### src/verilog/urd_defines.svh
// offsets, field positions and reset values for the serial port register decode
`ifndef URD_DEFINES_SVH
`define URD_DEFINES_SVH

`define URD_OFS_DATA       3'h0
`define URD_OFS_IER_DLH    3'h1
`define URD_OFS_IIR_FCR    3'h2
`define URD_OFS_LCR        3'h3
`define URD_OFS_MCR        3'h4
`define URD_OFS_LSR        3'h5
`define URD_OFS_MSR        3'h6
`define URD_OFS_SCR        3'h7

`define URD_EC_BASE        24'hff1c00
`define URD_EC_ACT_OFS     12'h330
`define URD_EC_CSEL_OFS    12'h3f0
`define URD_LDN            8'h07
`define URD_CFG_ACT_IDX    8'h30
`define URD_CFG_CSEL_IDX   8'hf0

`define URD_LCR_DIVISOR_ACCESS_BIT_BIT   7
`define URD_CSEL_POWER_BIT 1
`define URD_ACT_EN_BIT     0

`define URD_SIZE_BYTE      2'h0
`define URD_ZERO_BYTE      8'h00
`define URD_IIR_RESET      8'h01
`define URD_LSR_RESET      8'h60

`endif

### src/verilog/urd_pkg.sv
// types shared by the serial port register decode
package urd_pkg;

    // one register access as seen by the common decode
    typedef struct packed {
        logic       valid;
        logic       write;
        logic [2:0] offset;
        logic [7:0] wdata;
    } urd_access_t;

    typedef enum logic [1:0] {
        URD_SRC_NONE = 2'b00,
        URD_SRC_HOST = 2'b01,
        URD_SRC_EC   = 2'b11
    } urd_src_t;

endpackage : urd_pkg

### src/verilog/urd_top.sv
// serial port register set: host and controller decode, aliasing, config registers
// =====================================================================
// Overview of operation
// - A read at offset 0 with divisor access clear returns the receive buffer, read-only.
// - A write at offset 0 with divisor access clear loads the write-only transmit buffer.
// - Line format bit 7 maps offsets 0 and 1 to the divisor bytes, else offset 1 is irq enable.
// - Offset 2 writes fifo control and reads irq identification whatever the divisor bit.
// - Line format at offset 3 is read/write from both sides regardless of the divisor bit.
// - Offsets 5 and 6 read line state and modem state, read-only, from both sides.
// - Only byte accesses are meant; wider stores are blocked and wider loads are undefined.
// - Host runtime addresses are the programmed base address plus index 0 to 7.
// - Controller addresses are the fixed bus base plus offset, in lane offset modulo four.
// - Host config selects this block by logical device 7, activate 30h, select F0h.
// - A config select bit chooses standby or main power reset for the runtime registers.
// - All registers run on the single bus clock.
`timescale 1ns/1ns
`include "urd_defines.svh"

module urd_top (
    input  wire logic        core_clk,
    input  wire logic        rst,
    input  wire logic        main_rst_n,
    // host runtime i/o
    input  wire logic        io_valid,
    input  wire logic        io_write,
    input  wire logic [15:0] io_addr,
    input  wire logic [7:0]  io_wdata,
    output logic [7:0]       io_rdata,
    output logic             io_rvalid,
    // host configuration port
    input  wire logic        cfg_valid,
    input  wire logic        cfg_write,
    input  wire logic [7:0]  cfg_ldn,
    input  wire logic [7:0]  cfg_index,
    input  wire logic [7:0]  cfg_wdata,
    input  wire logic [15:0] host_base_addr,
    output logic [7:0]       cfg_rdata,
    output logic             cfg_rvalid,
    // controller peripheral bus
    input  wire logic        ec_valid,
    input  wire logic        ec_write,
    input  wire logic [23:0] ec_addr,
    input  wire logic [1:0]  ec_size,
    input  wire logic [31:0] ec_wdata,
    output logic [31:0]      ec_rdata,
    output logic             ec_rvalid,
    // serial engine side
    input  wire logic [7:0]  rx_data_buffer,
    input  wire logic [7:0]  irq_ident,
    input  wire logic [7:0]  line_state,
    input  wire logic [7:0]  modem_state,
    output logic [7:0]       tx_data_buffer,
    output logic             tx_load,
    output logic             rx_read,
    output logic [7:0]       fifo_ctrl,
    output logic             fifo_ctrl_load,
    output logic [15:0]      baud_divisor,
    output logic [7:0]       irq_enable,
    output logic [7:0]       line_format,
    output logic [7:0]       modem_ctrl,
    output logic [7:0]       block_activate,
    output logic [7:0]       config_select
);
    urd_pkg::urd_access_t host_acc;
    urd_pkg::urd_access_t ec_acc;
    urd_pkg::urd_access_t acc;
    urd_pkg::urd_src_t    src;
    logic                 ec_cfg_act;
    logic                 ec_cfg_csel;
    logic                 ec_cfg_rd;
    logic [7:0]           ec_cfg_wdata;
    logic [7:0]           scratch_byte;
    logic                 divisor_access_bit;
    logic                 main_s1;
    logic                 main_s2;
    logic                 rt_rst;
    logic                 cfg_sel;
    logic                 cfg_host_act_wr;
    logic                 cfg_host_csel_wr;
    logic [1:0]           ec_lane;
    logic [7:0]           next_rdata;

    // =====================================================================
    // address decoders
    urd_host_decode u_host (
        .core_clk  (core_clk),
        .rst       (rst),
        .io_valid  (io_valid),
        .io_write  (io_write),
        .io_addr   (io_addr),
        .io_wdata  (io_wdata),
        .base_addr (host_base_addr),
        .active    (block_activate[`URD_ACT_EN_BIT]),
        .acc       (host_acc)
    );

    urd_ec_decode u_ec (
        .core_clk     (core_clk),
        .rst          (rst),
        .ec_valid     (ec_valid),
        .ec_write     (ec_write),
        .ec_addr      (ec_addr),
        .ec_size      (ec_size),
        .ec_wdata     (ec_wdata),
        .acc          (ec_acc),
        .cfg_hit_act  (ec_cfg_act),
        .cfg_hit_csel (ec_cfg_csel),
        .cfg_wdata    (ec_cfg_wdata)
    );

    // the controller wins when both sides hit in one cycle; the host access is dropped,
    // which is acceptable since the two never share the port in normal use
    always_comb begin
        if (ec_acc.valid) begin
            acc = ec_acc;
            src = urd_pkg::URD_SRC_EC;
        end else if (host_acc.valid) begin
            acc = host_acc;
            src = urd_pkg::URD_SRC_HOST;
        end else begin
            acc = '0;
            src = urd_pkg::URD_SRC_NONE;
        end
    end

    assign divisor_access_bit = line_format[`URD_LCR_DIVISOR_ACCESS_BIT_BIT];

    // =====================================================================
    // reset selection
    always_ff @(posedge core_clk) begin
        if (rst) begin
            main_s1 <= 1'b0;
            main_s2 <= 1'b0;
        end else begin
            main_s1 <= main_rst_n;
            main_s2 <= main_s1;
        end
    end

    // power bit set: main power reset also clears the runtime registers
    assign rt_rst = rst || (config_select[`URD_CSEL_POWER_BIT] && !main_s2);

    // =====================================================================
    // configuration registers
    assign cfg_sel          = cfg_valid && (cfg_ldn == `URD_LDN);
    assign cfg_host_act_wr  = cfg_sel && cfg_write && (cfg_index == `URD_CFG_ACT_IDX);
    assign cfg_host_csel_wr = cfg_sel && cfg_write && (cfg_index == `URD_CFG_CSEL_IDX);

    always_ff @(posedge core_clk) begin
        if (rst) begin
            block_activate <= `URD_ZERO_BYTE;
        end else if (cfg_host_act_wr) begin
            block_activate <= cfg_wdata;
        end else if (ec_cfg_act && ec_acc.write) begin
            block_activate <= ec_cfg_wdata;
        end
    end

    always_ff @(posedge core_clk) begin
        if (rst) begin
            config_select <= `URD_ZERO_BYTE;
        end else if (cfg_host_csel_wr) begin
            config_select <= cfg_wdata;
        end else if (ec_cfg_csel && ec_acc.write) begin
            config_select <= ec_cfg_wdata;
        end
    end

    always_ff @(posedge core_clk) begin
        if (rst) begin
            cfg_rdata  <= `URD_ZERO_BYTE;
            cfg_rvalid <= 1'b0;
        end else begin
            cfg_rvalid <= cfg_sel && !cfg_write;
            if (cfg_sel && !cfg_write && cfg_index == `URD_CFG_ACT_IDX) begin
                cfg_rdata <= block_activate;
            end else if (cfg_sel && !cfg_write && cfg_index == `URD_CFG_CSEL_IDX) begin
                cfg_rdata <= config_select;
            end else begin
                cfg_rdata <= `URD_ZERO_BYTE;
            end
        end
    end

    // =====================================================================
    // runtime register writes
    always_ff @(posedge core_clk) begin
        if (rt_rst) begin
            line_format <= `URD_ZERO_BYTE;
        end else if (acc.valid && acc.write && acc.offset == `URD_OFS_LCR) begin
            line_format <= acc.wdata;
        end
    end

    always_ff @(posedge core_clk) begin
        if (rt_rst) begin
            baud_divisor <= 16'h0000;
        end else if (acc.valid && acc.write && divisor_access_bit) begin
            if (acc.offset == `URD_OFS_DATA) begin
                baud_divisor[7:0] <= acc.wdata;
            end else if (acc.offset == `URD_OFS_IER_DLH) begin
                baud_divisor[15:8] <= acc.wdata;
            end
        end
    end

    always_ff @(posedge core_clk) begin
        if (rt_rst) begin
            irq_enable <= `URD_ZERO_BYTE;
        end else if (acc.valid && acc.write && !divisor_access_bit && acc.offset == `URD_OFS_IER_DLH) begin
            irq_enable <= acc.wdata;
        end
    end

    always_ff @(posedge core_clk) begin
        if (rt_rst) begin
            modem_ctrl   <= `URD_ZERO_BYTE;
            scratch_byte <= `URD_ZERO_BYTE;
        end else if (acc.valid && acc.write) begin
            if (acc.offset == `URD_OFS_MCR) begin
                modem_ctrl <= acc.wdata;
            end
            if (acc.offset == `URD_OFS_SCR) begin
                scratch_byte <= acc.wdata;
            end
        end
    end

    // transmit and fifo control are write-only strobes toward the serial engine
    always_ff @(posedge core_clk) begin
        if (rt_rst) begin
            tx_data_buffer <= `URD_ZERO_BYTE;
            tx_load        <= 1'b0;
        end else begin
            tx_load <= acc.valid && acc.write && !divisor_access_bit && acc.offset == `URD_OFS_DATA;
            if (acc.valid && acc.write && !divisor_access_bit && acc.offset == `URD_OFS_DATA) begin
                tx_data_buffer <= acc.wdata;
            end
        end
    end

    always_ff @(posedge core_clk) begin
        if (rt_rst) begin
            fifo_ctrl      <= `URD_ZERO_BYTE;
            fifo_ctrl_load <= 1'b0;
        end else begin
            fifo_ctrl_load <= acc.valid && acc.write && acc.offset == `URD_OFS_IIR_FCR;
            if (acc.valid && acc.write && acc.offset == `URD_OFS_IIR_FCR) begin
                fifo_ctrl <= acc.wdata;
            end
        end
    end

    // =====================================================================
    // read mux
    always_comb begin
        next_rdata = `URD_ZERO_BYTE;
        unique case (acc.offset)
            `URD_OFS_DATA:    next_rdata = divisor_access_bit ? baud_divisor[7:0] : rx_data_buffer;
            `URD_OFS_IER_DLH: next_rdata = divisor_access_bit ? baud_divisor[15:8] : irq_enable;
            `URD_OFS_IIR_FCR: next_rdata = irq_ident;
            `URD_OFS_LCR:     next_rdata = line_format;
            `URD_OFS_MCR:     next_rdata = modem_ctrl;
            `URD_OFS_LSR:     next_rdata = line_state;
            `URD_OFS_MSR:     next_rdata = modem_state;
            `URD_OFS_SCR:     next_rdata = scratch_byte;
        endcase
    end

    always_ff @(posedge core_clk) begin
        if (rst) begin
            rx_read <= 1'b0;
        end else begin
            rx_read <= acc.valid && !acc.write && !divisor_access_bit && acc.offset == `URD_OFS_DATA;
        end
    end

    always_ff @(posedge core_clk) begin
        if (rst) begin
            io_rdata  <= `URD_ZERO_BYTE;
            io_rvalid <= 1'b0;
        end else begin
            io_rvalid <= (src == urd_pkg::URD_SRC_HOST) && !acc.write;
            io_rdata  <= (src == urd_pkg::URD_SRC_HOST && !acc.write) ? next_rdata
                                                                        : `URD_ZERO_BYTE;
        end
    end

    assign ec_lane   = acc.offset[1:0];
    assign ec_cfg_rd = (ec_cfg_act || ec_cfg_csel) && !ec_acc.write;

    always_ff @(posedge core_clk) begin
        if (rst) begin
            ec_rdata  <= 32'h00000000;
            ec_rvalid <= 1'b0;
        end else begin
            ec_rvalid <= ((src == urd_pkg::URD_SRC_EC) && !acc.write) || ec_cfg_rd;
            if (ec_cfg_rd) begin
                // both config registers sit in lane 0
                ec_rdata <= {24'h000000, ec_cfg_act ? block_activate : config_select};
            end else begin
                ec_rdata <= (src == urd_pkg::URD_SRC_EC && !acc.write)
                            ? (32'({24'h000000, next_rdata}) << {ec_lane, 3'b000})
                            : 32'h00000000;
            end
        end
    end

    // =====================================================================
    // checks
    AST_DIVISOR_ACCESS_BIT_READ0: assert property (@(posedge core_clk) disable iff (rst)
        (src == urd_pkg::URD_SRC_HOST && !acc.write && !divisor_access_bit
         && acc.offset == `URD_OFS_DATA) |=> io_rdata == $past(rx_data_buffer))
        else $error("offset 0 read did not return receive buffer");

    AST_TX_LOAD: assert property (@(posedge core_clk) disable iff (rt_rst)
        (acc.valid && acc.write && !divisor_access_bit && acc.offset == `URD_OFS_DATA)
        |=> tx_load && tx_data_buffer == $past(acc.wdata))
        else $error("transmit buffer not loaded");

    AST_DIV_LOW: assert property (@(posedge core_clk) disable iff (rt_rst)
        (acc.valid && acc.write && divisor_access_bit && acc.offset == `URD_OFS_DATA)
        |=> baud_divisor[7:0] == $past(acc.wdata) && !tx_load)
        else $error("divisor low byte not written");

    AST_IER_HOLD: assert property (@(posedge core_clk) disable iff (rt_rst)
        (acc.valid && acc.write && divisor_access_bit) |=> $stable(irq_enable))
        else $error("irq enable changed while divisor access set");

    AST_FCR: assert property (@(posedge core_clk) disable iff (rt_rst)
        (acc.valid && acc.write && acc.offset == `URD_OFS_IIR_FCR) |=> fifo_ctrl_load)
        else $error("fifo control strobe missing");

    AST_LCR_WR: assert property (@(posedge core_clk) disable iff (rt_rst)
        (acc.valid && acc.write && acc.offset == `URD_OFS_LCR)
        |=> line_format == $past(acc.wdata))
        else $error("line format not written");

    AST_LSR_RD: assert property (@(posedge core_clk) disable iff (rst)
        (src == urd_pkg::URD_SRC_HOST && !acc.write && acc.offset == `URD_OFS_LSR)
        |=> io_rdata == $past(line_state))
        else $error("line state read wrong");

    AST_WIDE_BLOCK: assert property (@(posedge core_clk) disable iff (rst)
        (ec_valid && ec_write && ec_size != `URD_SIZE_BYTE) |=> !ec_acc.valid)
        else $error("wide store not blocked");

    AST_CFG_ACT: assert property (@(posedge core_clk) disable iff (rst)
        cfg_host_act_wr |=> block_activate == $past(cfg_wdata))
        else $error("activate not written by config port");

endmodule : urd_top

### src/verilog/urd_host_decode.sv
// host-side runtime address match: base address plus index 0..7
`timescale 1ns/1ns
`include "urd_defines.svh"

module urd_host_decode (
    input  wire logic              core_clk,
    input  wire logic              rst,
    input  wire logic              io_valid,
    input  wire logic              io_write,
    input  wire logic [15:0]       io_addr,
    input  wire logic [7:0]        io_wdata,
    input  wire logic [15:0]       base_addr,
    input  wire logic              active,
    output urd_pkg::urd_access_t   acc
);
    logic [15:0] delta;

    assign delta = io_addr - base_addr;

    // =====================================================================
    // address match
    always_ff @(posedge core_clk) begin
        if (rst) begin
            acc <= '0;
        end else begin
            acc.valid  <= io_valid && active && (delta[15:3] == 13'h0000);
            acc.write  <= io_write;
            acc.offset <= delta[2:0];
            acc.wdata  <= io_wdata;
        end
    end

endmodule : urd_host_decode

### src/verilog/urd_ec_decode.sv
// controller-side address match: fixed bus base plus offset, byte lane select, byte-only stores
`timescale 1ns/1ns
`include "urd_defines.svh"

module urd_ec_decode (
    input  wire logic              core_clk,
    input  wire logic              rst,
    input  wire logic              ec_valid,
    input  wire logic              ec_write,
    input  wire logic [23:0]       ec_addr,
    input  wire logic [1:0]        ec_size,
    input  wire logic [31:0]       ec_wdata,
    output urd_pkg::urd_access_t   acc,
    output logic                   cfg_hit_act,
    output logic                   cfg_hit_csel,
    output logic [7:0]             cfg_wdata
);
    logic [11:0] ofs;
    logic        in_block;
    logic [7:0]  lane_byte;
    logic        byte_ok;

    // the block's window is 1 KB aligned, so the upper bits name the block
    assign ofs       = {2'b00, ec_addr[9:0]};
    assign in_block  = (ec_addr[23:10] == 14'(`URD_EC_BASE >> 10));
    // data sits in the lane given by offset modulo four
    assign lane_byte = ec_wdata[{ec_addr[1:0], 3'b000} +: 8];
    // wide stores are dropped; wide loads are let through with undefined data
    assign byte_ok   = (ec_size == `URD_SIZE_BYTE) || !ec_write;

    // =====================================================================
    // address match
    always_ff @(posedge core_clk) begin
        if (rst) begin
            acc          <= '0;
            cfg_hit_act  <= 1'b0;
            cfg_hit_csel <= 1'b0;
            cfg_wdata    <= `URD_ZERO_BYTE;
        end else begin
            acc.valid    <= ec_valid && in_block && byte_ok && (ofs[11:3] == 9'h000);
            acc.write    <= ec_write;
            acc.offset   <= ofs[2:0];
            acc.wdata    <= lane_byte;
            // hits cover reads and writes; acc.write tells them apart
            cfg_hit_act  <= ec_valid && in_block && byte_ok
                            && (ofs == `URD_EC_ACT_OFS);
            cfg_hit_csel <= ec_valid && in_block && byte_ok
                            && (ofs == `URD_EC_CSEL_OFS);
            cfg_wdata    <= lane_byte;
        end
    end

endmodule : urd_ec_decode

### config.mk
export PLATFORM = sky130hd
export DESIGN_NAME = urd_top
export DESIGN_NICKNAME = d
export VERILOG_FILES = /design/src/verilog/urd_pkg.sv /design/src/verilog/urd_top.sv /design/src/verilog/urd_host_decode.sv /design/src/verilog/urd_ec_decode.sv
export VERILOG_INCLUDE_DIRS = /design/src /design/src/verilog
export SDC_FILE = /design/constraint.sdc
export NUM_CORES = 1
export LEC_CHECK = 0
export BUFFER_PORTS_ARGS = -buffer_cell sky130_fd_sc_hd__buf_2
export CELL_PAD_IN_SITES_DETAIL_PLACEMENT = 1
export CELL_PAD_IN_SITES_GLOBAL_PLACEMENT = 1
export CORE_MARGIN = 4
export CORE_UTILIZATION = 39
export DETAILED_ROUTE_END_ITERATION = 6
export PLACE_DENSITY = 0.85
export REMOVE_ABC_BUFFERS = 1
export SLEW_MARGIN = 20
export SYNTH_ARGS = -nofsm -noshare
export SYNTH_HDL_FRONTEND = slang
export SYNTH_SLANG_ARGS = --single-unit
### constraint.sdc
create_clock -name core_clk -period 6.8 [get_ports core_clk]
set_clock_uncertainty 0.15 [all_clocks]
set_input_delay 1.7 -clock core_clk [delete_from_list [all_inputs] [get_ports core_clk]]
set_output_delay 1.7 -clock core_clk [all_outputs]
set_load 0.02 [all_outputs]
==> key figures <==
Timing
  • Final Cycle Share: between 50% and 60%
  • Relative slew slack: around a fifth
  • Slew Viols, Final: 0
  • Fin crit period: 3890 ps
  • Measured slew at the worst slew-check pin: 1180 ps
  • Peak Freq: 257 MHz
  • RSZ-0062 raised after global routing: no
  • Final setup viols: 0
  • Setup TNS: 0 ps
  • Final hold viol count: 0

CTS
  • CTS resizes: 0
  • Maximum level of the CTS H-tree: 4
  • CTS tree: yes
  • CTS sink cnt: 164
  • Root Buffer: clkbuf_16
  • Setup bufs post-CTS: 0
  • Num CTS Buffers: 17
  • Clk buf depth: 2
  • Clk_lat worst skew: around 430 ps
  • Hold-fix buffers, CTS: 0
  • Clock slew at the register clock pins of the worst setup and hold paths: 60 ps

Synthesis
  • Sequential area share after synthesis: 43.8%
  • Flops & latches, synth: approximately 160
  • Simple-gate share of the synthesized area: 23.1%
  • Async S/R FF share, synth: 0%
  • Area contributors post-synth: dfxtp_1 (44%), nor2_1 (5.8%), a211oi_1 (5.4%)
  • Post-Synth Adder-Cell Area: 2.77%
  • Post-synth EDFFs: 0
  • Syn_area_per_cell: 9.05 sq um
  • Yosys top cell area share: around 44%
  • Synth area leader: dfxtp_1
  • Distinct cells, synth: 71
  • Synth Area in XOR/XNOR: 0.351%
  • Synth Area in Compound Gates: 19.3%
  • Largest family of logic cells by synthesized area: simple AND/OR/NAND/NOR gates
  • Post-Syn Area: 0.00749 sq mm
  • Syn Inst Count: 828
  • Commonest register cell after synthesis: dfxtp_1
  • Synth Warn #: 0
  • Mux cell area share after synthesis: 6.03%

Place
  • Placer Congestion: about 0.84
  • Post-Place Cells: 1330
  • Area of placed instances: 0.00906 sq mm
  • Number of port buffers: 288
  • DP HPWL: about 20000 microns

Critical path
  • Critical path fanouts, max: 5
  • Most used cell, CP: nor4_1
  • Worst r2r path cells: 6
  • WP data required: 6980 ps
  • FF-to-FF setup slack: 3240 ps
  • Max incr delay on CP: around 420 ps
  • Critical Path Start Type: input pin
  • Critical path buffer and inverter count: 2
  • CP Launch Point: io_addr[0]
  • CP Cell Sequence: buf_2, inv_1, ha_1, fa_1, nand2b_1, a21oi_1, nor4_1, o31ai_2, o311a_1, o221ai_1, nor4_1
  • Worst path depth: 11
  • End of the critical path: u_host.acc[12]
  • Critical R2R Capture: io_rdata[4]
  • CP arrival: 4070 ps
  • Cell family with most CP delay: compound AO/OA/AOI/OAI gates
  • Slowest stage cell, crit path: o31ai_2
  • Crit Path Class: input pin to flop
  • Worst r2r src: u_ec.acc[12]
  • Worst setup EP type: flop

Global route
  • Number of global-route vias before repair: just under 8k
  • Congestion Overflow GR: 0
  • Initial antenna violation count: 5
  • First-pass GRT wire length: approximately 42000 microns
  • Total GRT Usage: 24.6%
  • Largest net degree at the start of global routing: 67

Drt
  • Post-DRT Antenna Nets: 0
  • First-pass DRT Iterations: 4
  • Post-Route WL: 26600 microns
  • WL/cell: 19.5 microns
  • DR iter-0 viols: 323
  • Vias: 7357
  • Routed vias/inst: between 5 and 6
  • DRC: 0

Final layout
  • Fin area: between 0.009 and 0.01 sq mm
  • Fillcell total: 2262
  • Area of the multi-input gates: 0.00388 sq mm
  • Most common cell after layout, fill and taps aside: buf_2
  • Share of cells above drive strength 1: between 30% and 40%
  • Utilization after layout: 51.2%
  • Total area of sequential cells: between 0.003 and 0.004 sq mm
  • Area delta synth->final: 28.6%
  • Nets@finish: roughly 1.3k
  • Post-Layout Cell Count: 1364
  • Commonest cells after routing, fill and taps aside: buf_2 (288), dfxtp_1 (164), nor2_1 (115)

Floorplan
  • Die height: 147 microns
  • Die width: 147 microns
  • Starting Density: 39.8%
  • Die area: 0.0215 sq mm
  • Core Rows: 50
  • Core region area: 0.0188 sq mm
  • I/O Pins: 289

Hold path
  • HP Start: main_s1
  • Hold Path Class: flop to flop

Power and ir drop
  • Pwr/cell area: between 200 and 250 mW/mm^2
  • Max VDD drop: 105 uV
  • Pleak: around 4.2 nW
  • Tot Pwr: 2.09 mW

Run status
  • Status: complete, no violations

Job
  • Max_cap viols: 0
## cells in the mapped netlist, types with 3 or more instances
library cell / n
clkbuf_1: 29
a22oi_1: 15
o2bb2ai_1: 8
o21ai_0: 15
nor4_1: 12
inv_1: 23
a22o_1: 3
ha_1: 15
and2_1: 29
nor3_4: 3
buf_2: 14
a211oi_1: 54
nor4b_1: 3
a221oi_1: 4
o21a_1: 3
o2111ai_1: 4
nand4_1: 5
nand2_1: 71
nor3_1: 13
nand3_1: 36
a31oi_1: 5
a311oi_1: 16
a21o_1: 5
nand4b_1: 5
nor2b_1: 25
nand2b_1: 4
a221oi_2: 5
nor2_1: 115
dfxtp_1: 164
buf_6: 4
nor3_2: 3
mux2i_1: 26
o22ai_1: 6
mux4_2: 8
a21oi_1: 29
buf_4: 4
## how the worst min path moves through the flow
stage	end	slack, ps	cells after the start
3_3_place_gp	main_s2	290	1
6_report	main_s2	310	1
4_1_cts	main_s2	310	1
2_1_floorplan	main_s2	260	1
3_5_place_dp	main_s2	310	1
5_1_grt	main_s2	320	1
## stage by stage
stage | hold WS [ps] | setup slack, ps
6_report | 310 | 2910
3_3_place_gp | 286 | 2650
4_1_cts | 315 | 2930
2_1_floorplan | 264 | 2160
3_5_place_dp | 306 | 2490
5_1_grt | 319 | 2700
## state kept, by name, summed over array words and instances (netlist names)
register           cells
line_format            8
baud_divisor          16
u_ec.acc              13
config_select          8
tx_load                1
irq_enable             8
ec_rvalid              1
cfg_rdata              8
main_s2                1
u_ec.cfg_hit_csel      1
fifo_ctrl_load         1
rx_read                1
modem_ctrl             8
io_rvalid              1
tx_data_buffer         8
ec_rdata              32
fifo_ctrl              8
main_s1                1
u_ec.cfg_hit_act       1
u_host.acc            13
io_rdata               8
block_activate         8
cfg_rvalid             1
scratch_byte           8
## cell type report
| cell class | count | share of cell area [%] |
|---|---|---|
| clock buffers | 18 | 4.45 |
| repair buffers | 294 | 15.4 |
| flip-flops and latches | 164 | 34.1 |
| inverters | 23 | 0.896 |
| diodes | 2 | 0.0519 |
| well taps | 260 | 3.38 |
| multi-input cells | 589 | 40.2 |
| clock inverters | 14 | 1.49 |
## cell families after synthesis
group,count (synthesis)
AND/OR/NAND/NOR,344
AO/OA/AOI/OAI,191
flip-flops,164
buffers and inverters,75
multiplexers,35
adder cells (fa/ha/maj),16
XOR/XNOR,3
## per-layer routing
layer / GRT usage, % / part of all wire, % / routed length, microns / vias to the layer above
li1: - / - / - / 3533
met1: 30.2 / 41 / 10900 / 3530
met2: 42.1 / 51 / 13400 / 233
met3: 5.62 / 5.8 / 1540 / 55
met4: 9.17 / 2.5 / 651 / 6
met5: 0 / 0.11 / 29 / -
## report_power, final
part           leakage (nW)  internal (mW)  switching (mW)
Clock                 0.280          0.516           0.422
Sequential             1.33          0.971         0.00956
Combinational          2.55         0.0830          0.0933
Note: power is estimated with default switching activity, not from simulation.
